===== config.mk =====
export PLATFORM = sky130hd
export DESIGN_NAME = hub_identity_config_regs
export DESIGN_NICKNAME = d
export VERILOG_FILES = /design/src/logic/hub_cfg_pkg.sv /design/src/logic/hub_identity_config_regs.sv /design/src/logic/power_source_resolver.sv
export SDC_FILE = /design/constraint.sdc
export NUM_CORES = 1
export LEC_CHECK = 0
export ABC_AREA = 1
export BUFFER_PORTS_ARGS = -buffer_cell sky130_fd_sc_hd__buf_2
export CORE_MARGIN = 1
export CORE_UTILIZATION = 43
export CTS_CLUSTER_SIZE = 14
export DETAILED_ROUTE_END_ITERATION = 6
export MAX_ROUTING_LAYER = met4
export PLACE_DENSITY = 0.67
export SETUP_SLACK_MARGIN = 0.05
export SLEW_MARGIN = 25
export SYNTH_ARGS = -nofsm -noshare
export SYNTH_HDL_FRONTEND = slang
export SYNTH_SLANG_ARGS = --single-unit

===== constraint.sdc =====
create_clock -name clock_i -period 1.4 [get_ports clock_i]
set_input_delay 0.07 -clock clock_i [delete_from_list [all_inputs] [get_ports clock_i]]
set_output_delay 0.07 -clock clock_i [all_outputs]
set_load 0.05 [all_outputs]

===== src/logic/hub_cfg_pkg.sv =====
// Operation
// - Read/write byte holding the upper eight bits of the product identifier.
// - Read/write byte holding the low byte of the BCD release number.
// - Read/write high release byte; both release bytes form one 16-bit value.
// - Power-source bit: zero means bus powered, one means self powered.
// - With dynamic power on, the local-power pin decides self or bus power.
// - High-speed-off bit set forces full-speed-only attach, else high/full speed.
// - Translator bit: zero one shared translator, one a translator per port.
// - Host may force single-translator use even when per-port translators are on.
// - Dynamic off: pin is suspend indicator, status bit 0 is inverse power bit.
`default_nettype none
package hub_cfg_pkg;

	// ***************************************************
	// Register offsets
	// ***************************************************
	localparam logic [7:0] OFFS_PRODUCT_ID_HIGH = 8'h03;
	localparam logic [7:0] OFFS_RELEASE_LOW = 8'h04;
	localparam logic [7:0] OFFS_RELEASE_HIGH = 8'h05;
	localparam logic [7:0] OFFS_CONFIG_ONE = 8'h06;

	// ***************************************************
	// Values after reset
	// ***************************************************
	localparam logic [7:0] RST_PRODUCT_ID_HIGH = 8'h00;
	localparam logic [7:0] RST_RELEASE_LOW = 8'h00;
	localparam logic [7:0] RST_RELEASE_HIGH = 8'h00;
	localparam logic [7:0] RST_CONFIG_ONE = 8'h00;
	localparam logic [7:0] RDATA_UNMAPPED = 8'h00;
	// Derived outputs match the reset configuration byte
	localparam logic RST_SELF_POWERED = 1'b0;
	localparam logic RST_HUB_STATUS = 1'b1;
	localparam logic RST_SUSPEND_MODE = 1'b1;
	localparam logic RST_HIGH_SPEED = 1'b1;
	localparam logic RST_MULTI_TT = 1'b0;
	localparam logic RST_SINGLE_TT = 1'b1;

	// ***************************************************
	// Fields of configuration byte one
	// ***************************************************
	localparam int POS_POWER_SOURCE = 7;
	localparam int POS_RESERVED = 6;
	localparam int POS_HIGH_SPEED_OFF = 5;
	localparam int POS_TRANSLATOR = 4;
	// Writable bits; the reserved bit is dropped on write
	localparam logic [7:0] CONFIG_ONE_MASK = 8'hBF;

endpackage
`default_nettype wire


===== src/logic/hub_identity_config_regs.sv =====
`timescale 1ns/10ps
`default_nettype none
module hub_identity_config_regs (
	input wire logic clock_i,
	input wire logic srst_i,
	input wire logic reg_write_i,
	input wire logic reg_read_i,
	input wire logic [7:0] reg_addr_i,
	input wire logic [7:0] reg_wdata_i,
	input wire logic dynamic_power_on_i,
	input wire logic local_power_present_pin_i,
	input wire logic host_single_translator_i,
	output logic [7:0] reg_rdata_o,
	output logic [7:0] product_id_high_o,
	output logic [15:0] release_number_o,
	output logic self_powered_o,
	output logic hub_status_local_power_o,
	output logic suspend_indicator_pin_mode_o,
	output logic high_speed_capable_o,
	output logic multi_translator_mode_o,
	output logic single_translator_mode_o
);

	// ***************************************************
	// State
	// ***************************************************
	typedef struct packed {
		logic [7:0] product_id_high_ff;
		logic [7:0] release_low_ff;
		logic [7:0] release_high_ff;
		logic [7:0] cfg_one_ff;
		logic [7:0] rdata_ff;
		logic self_powered_ff;
		logic hub_status_ff;
		logic suspend_mode_ff;
		logic high_speed_ff;
		logic multi_tt_ff;
		logic single_tt_ff;
	} state_type;

	state_type st_ff;
	state_type nxt_st;
	logic res_self;
	logic res_status;
	logic res_suspend;
	logic [7:0] cfg_one_next;

	function automatic logic addr_is(input logic [7:0] addr,
		input logic [7:0] offs);
		addr_is = (addr == offs);
	endfunction

	function automatic logic [7:0] cfg_after_write(input logic [7:0] cur,
		input logic wr, input logic [7:0] addr, input logic [7:0] data);
		if (wr && addr_is(addr, hub_cfg_pkg::OFFS_CONFIG_ONE)) begin
			// Reserved bit never stored
			cfg_after_write = data & hub_cfg_pkg::CONFIG_ONE_MASK;
		end else begin
			cfg_after_write = cur;
		end
	endfunction

	// Kept apart from the state copy so the resolver forms no loop
	assign cfg_one_next = cfg_after_write(st_ff.cfg_one_ff, reg_write_i,
		reg_addr_i, reg_wdata_i);

	// Resolver sees the value being written this cycle
	power_source_resolver resolver (
		.power_source_select_i(cfg_one_next[hub_cfg_pkg::POS_POWER_SOURCE]),
		.dynamic_power_on_i(dynamic_power_on_i),
		.local_power_present_pin_i(local_power_present_pin_i),
		.self_powered_o(res_self),
		.hub_status_local_power_o(res_status),
		.suspend_mode_o(res_suspend)
	);

	// ***************************************************
	// Next state
	// ***************************************************
	always_comb begin
		nxt_st = st_ff;
		if (reg_write_i) begin
			if (addr_is(reg_addr_i, hub_cfg_pkg::OFFS_PRODUCT_ID_HIGH)) begin
				nxt_st.product_id_high_ff = reg_wdata_i;
			end
			if (addr_is(reg_addr_i, hub_cfg_pkg::OFFS_RELEASE_LOW)) begin
				nxt_st.release_low_ff = reg_wdata_i;
			end
			if (addr_is(reg_addr_i, hub_cfg_pkg::OFFS_RELEASE_HIGH)) begin
				nxt_st.release_high_ff = reg_wdata_i;
			end
		end
		nxt_st.cfg_one_ff = cfg_one_next;
		if (reg_read_i) begin
			if (addr_is(reg_addr_i, hub_cfg_pkg::OFFS_PRODUCT_ID_HIGH)) begin
				nxt_st.rdata_ff = st_ff.product_id_high_ff;
			end else if (addr_is(reg_addr_i,
				hub_cfg_pkg::OFFS_RELEASE_LOW)) begin
				nxt_st.rdata_ff = st_ff.release_low_ff;
			end else if (addr_is(reg_addr_i,
				hub_cfg_pkg::OFFS_RELEASE_HIGH)) begin
				nxt_st.rdata_ff = st_ff.release_high_ff;
			end else if (addr_is(reg_addr_i,
				hub_cfg_pkg::OFFS_CONFIG_ONE)) begin
				nxt_st.rdata_ff = st_ff.cfg_one_ff;
			end else begin
				nxt_st.rdata_ff = hub_cfg_pkg::RDATA_UNMAPPED;
			end
		end
		// Config takes effect at once; software must finish before attach
		nxt_st.self_powered_ff = res_self;
		nxt_st.hub_status_ff = res_status;
		nxt_st.suspend_mode_ff = res_suspend;
		nxt_st.high_speed_ff =
			~cfg_one_next[hub_cfg_pkg::POS_HIGH_SPEED_OFF];
		// Host request for one translator overrides the stored choice
		nxt_st.multi_tt_ff = cfg_one_next[hub_cfg_pkg::POS_TRANSLATOR] &
			~host_single_translator_i;
		nxt_st.single_tt_ff = ~nxt_st.multi_tt_ff;
	end

	// ***************************************************
	// Registers
	// ***************************************************
	always_ff @(posedge clock_i) begin
		if (srst_i) begin
			st_ff.product_id_high_ff <= hub_cfg_pkg::RST_PRODUCT_ID_HIGH;
			st_ff.release_low_ff <= hub_cfg_pkg::RST_RELEASE_LOW;
			st_ff.release_high_ff <= hub_cfg_pkg::RST_RELEASE_HIGH;
			st_ff.cfg_one_ff <= hub_cfg_pkg::RST_CONFIG_ONE;
			st_ff.rdata_ff <= hub_cfg_pkg::RDATA_UNMAPPED;
			// Matches the reset config: bus powered, high speed, one TT
			st_ff.self_powered_ff <= hub_cfg_pkg::RST_SELF_POWERED;
			st_ff.hub_status_ff <= hub_cfg_pkg::RST_HUB_STATUS;
			st_ff.suspend_mode_ff <= hub_cfg_pkg::RST_SUSPEND_MODE;
			st_ff.high_speed_ff <= hub_cfg_pkg::RST_HIGH_SPEED;
			st_ff.multi_tt_ff <= hub_cfg_pkg::RST_MULTI_TT;
			st_ff.single_tt_ff <= hub_cfg_pkg::RST_SINGLE_TT;
		end else begin
			st_ff <= nxt_st;
		end
	end

	// ***************************************************
	// Outputs
	// ***************************************************
	assign reg_rdata_o = st_ff.rdata_ff;
	assign product_id_high_o = st_ff.product_id_high_ff;
	assign release_number_o = {st_ff.release_high_ff,
		st_ff.release_low_ff};
	assign self_powered_o = st_ff.self_powered_ff;
	assign hub_status_local_power_o = st_ff.hub_status_ff;
	assign suspend_indicator_pin_mode_o = st_ff.suspend_mode_ff;
	assign high_speed_capable_o = st_ff.high_speed_ff;
	assign multi_translator_mode_o = st_ff.multi_tt_ff;
	assign single_translator_mode_o = st_ff.single_tt_ff;
endmodule
`default_nettype wire


===== src/logic/power_source_resolver.sv =====
`timescale 1ns/10ps
`default_nettype none
module power_source_resolver (
	input wire logic power_source_select_i,
	input wire logic dynamic_power_on_i,
	input wire logic local_power_present_pin_i,
	output logic self_powered_o,
	output logic hub_status_local_power_o,
	output logic suspend_mode_o
);

	// ***************************************************
	// Power source decision
	// ***************************************************
	always_comb begin
		if (dynamic_power_on_i) begin
			// Stored bit is ignored; pin follows the supply
			self_powered_o = local_power_present_pin_i;
			hub_status_local_power_o = local_power_present_pin_i;
			suspend_mode_o = 1'b0;
		end else begin
			self_powered_o = power_source_select_i;
			// Inverted as the hub reports it, odd but intended
			hub_status_local_power_o = ~power_source_select_i;
			suspend_mode_o = 1'b1;
		end
	end

endmodule
`default_nettype wire


==> metrics.md <==
| Metric | Value |
|---|---|
| Status | finished, final reports clean |
| Sequential share of the synthesized area | 39.3% |
| Proportion of layout cells with a drive suffix above 1 | 31.0% |
| Clk pin slew, worst setup/hold paths | 90 ps |
| Unrepaired setup endpoints after global routing | no |
| Number of remaining DRC errors | 0 |
| Layer carrying the most global-route usage | met2 |
| Setup slack of the critical path after layout | 359 ps |
| Relative slew margins | 71.1% |
| Number of antenna diodes | 0 |
| Register-to-register setup slack | 470 ps |
| Met3 usage | 3.35% |
| Cells after Synth | 306 |
| Final weighted congestion in routability-driven placement | 0.857 |
| Number of antenna violations at the first check in global routing | 0 |
| Top-area cell type share of the netlist area | 39.3% |
| Largest cells by area after synthesis | sky130_fd_sc_hd__dfxtp_1 (39%), sky130_fd_sc_hd__buf_4 (11%), sky130_fd_sc_hd__nand2_1 (7.2%), sky130_fd_sc_hd__nor2_1 (7.2%), sky130_fd_sc_hd__nand3_1 (5.5%) |
| Netlist area before placement | 2290 um2 |
| Post-synthesis cell type with the largest combined area | sky130_fd_sc_hd__dfxtp_1 |
| Worst slack at placement | 63.7 ps |
| Leakage Power | 0.00120 uW |
| Global Route met1 Usage | 26.6% |
| Clock tree from TritonCTS | built |
| Syn_nets | 329 |
| Worst reg2reg path depth | 4 |
| Pin count of the biggest net entering global routing | 27 |
| Global-route congestion overflow total | 0 |
| Gates resized, CTS repair | 0 |
| Final cycle utilization of the critical path | 74.3% |
| Dpl hpwl | 3.64 mm |
| Number of storage elements in the synthesis netlist | 45 |
| Clock Tree Buf Depth | 2 |
| Number of setup buffers added after CTS | 0 |
| Wire per inst | 12.1 um |
| Post-DRT Antenna Nets | 0 |
| Ordered list of cells on the worst path | buf_2, nor2_1, nand2_2, clkinv_4, nand3_4, nor2_4, o21ai_0, a21oi_1 |
| Slowest cell on crit path | sky130_fd_sc_hd__nor2_4 |
| Total I/O pin count | 61 |
| Die footprint | 5630 um2 |
| Aggregate negative setup slack | 0 ps |
| Routed wire length | 4.90 mm |
| DR vias | 1941 |
| Required time reported for the critical path endpoint | 1630 ps |
| Tot GR Track Use | 19.4% |
| Effective utilization at floorplan | 44.9% |
| Clock net sink count | 45 |
| DR pass1 iterations | 4 |
| Worst R2R End | reg_rdata_o[1] |
| Critical path endpoint category | flop |
| Number of buffers added by the clock tree synthesis step | 5 |
| Total power per unit cell area | 964 nW/um2 |
| Clock root cell | sky130_fd_sc_hd__clkbuf_8 |
| Per-instance average area after synthesis | 7.50 um2 |
| Largest vdd supply drop | 538 uV |
| Final Critical Period | 1040 ps |
| Syn. warnings | 0 |
| Met2 Resource Use GR | 28.9% |
| Max Freq | 0.961 GHz |
| Width of the chip | 75.1 um |
| Measured slew at the worst slew-check pin | 433 ps |
| Number of setup violations in the final report | 0 |
| Number of global-route vias before repair | 1654 |
| Clock Latency Late Sink | 300 ps |
| Final Net Count | 359 |
| Wire length of the first global-routing pass | 7.94 mm |
| First-iteration detailed-routing DRC count | 169 |
| Critical Path AT | 1270 ps |
| Cell Rows | 26 |
| Count of fill cells added during filler insertion | 543 |
| Worst-path maximum fanout | 21 |
| Delay of the slowest cell on the worst path | 260 ps |
| # H-tree levels | 2 |
| Distinct cell type count after synthesis | 26 |
| Endpoint of the most critical setup path | product_id_high_o[3] |
| Worst hold path type | input port to flop |
| Core footprint | 5110 um2 |
| Count of pins over their slew limit | 0 |
| Count of max-cap constraint violations | 0 |
| Critical Path Start | reg_addr_i[5] |
| CP Launch Type | input port |
| Startpoint of the most critical register-to-register path | release_number_o[9] |
| Final Hold Violating Endpoints | 0 |
| Critical path start-end classification | input port to flop |
| Detailed-route vias per instance | 4.78 |
| PortBufs | 60 |
| Clock skew after layout | 8.26 ps |
| Layout Area Growth over Synthesis | 9.92% |
| Die height | 75.1 um |
[how the worst min path moves through the flow]
stage / start / endpoint / slack (ps) / cells past startpoint
2_1_floorplan: dynamic_power_on_i / suspend_indicator_pin_mode_o / 140 / 1
3_3_place_gp: dynamic_power_on_i / suspend_indicator_pin_mode_o / 270 / 2
3_5_place_dp: dynamic_power_on_i / suspend_indicator_pin_mode_o / 270 / 2
4_1_cts: reg_read_i / reg_rdata_o[6] / 30 / 3
5_1_grt: reg_read_i / reg_rdata_o[6] / 60 / 3
6_report: reg_read_i / reg_rdata_o[6] / 30 / 3
[layout make-up]
cell class / instances / area, um2 / share of cell area [%]
clock buffers: 5 / 68.8 / 2.73
clock inverters: 2 / 35.0 / 1.39
inverters: 24 / 103 / 4.07
multi-input cells: 194 / 975 / 38.6
flip-flops and latches: 45 / 901 / 35.7
well taps: 70 / 87.6 / 3.47
repair buffers: 66 / 353 / 14.0
[sequential cells by signal (all words and copies together), names as in the netlist]
name	count
high_speed_capable_o	1
release_number_o	16
single_translator_mode_o	1
st_ff	7
product_id_high_o	8
suspend_indicator_pin_mode_o	1
self_powered_o	1
multi_translator_mode_o	1
reg_rdata_o	8
hub_status_local_power_o	1
[cell usage in the layout (no fill, tap or decap), drive strengths merged]
cell and count:
a21oi 24, and2 1, buf 63, bufinv 1
clkbuf 5, clkinv 3, dfxtp 45, dlygate4sd3 3
inv 22, nand2 52, nand3 27, nor2 48
nor3 8, o211ai 1, o21ai 33
[worst max-delay path, delay by kind of cell]
kind	cells	cell delay, ps
AO/OA/AOI/OAI	2	240
AND/OR/NAND/NOR	4	750
buffers and inverters	2	220
[what timing repair did]
item | in CTS | in global routing
hold buffers | 3 | 0
endpoints found under the hold margin | 3 | 0
endpoints found under the setup margin | 0 | 0
[cells by family after synthesis]
family | synth area share, %
AND/OR/NAND/NOR | 27.9
buffers and inverters | 18.3
AO/OA/AOI/OAI | 14.6
flip-flops | 39.3
[synthesized netlist by cell type, drive strengths merged]
library cell and instances:
nand2 52, nor2 48, dfxtp 45, buf 38, o21ai 33, nand3 27, a21oi 24, inv 22
nor3 8, clkbuf 5, clkinv 2, and2 1, o211ai 1
[metrics by stage]
stage	cells	power, uW	instance area, um2	utilization, %	hold slack, ps
after global placement	396	1500	2390	46.8	268
after floorplan	306	1430	2290	-	140
final	406	2430	2520	49.4	33.1
after CTS	406	2440	2520	49.4	26.3
after detailed placement	396	1500	2390	46.8	270
after global routing	406	2520	2520	49.4	55.3
[layer usage]
layer / vias up / share of wire (%) / routed length, um
li1: 1010 / - / -
met1: 871 / 49 / 2420
met2: 54 / 45 / 2190
met3: 6 / 4.8 / 236
met4: 0 / 1.1 / 55
met5: - / 0 / 0
[power by group]
part | internal (uW) | switching, uW | total (uW) | leakage [uW]
registers | 1290 | 2.12 | 1290 | 0.000363
clock network | 519 | 433 | 952 | 0.0000540
logic | 58.6 | 133 | 191 | 0.000778
No activity file was read; power rests on OpenSTA's default activity.
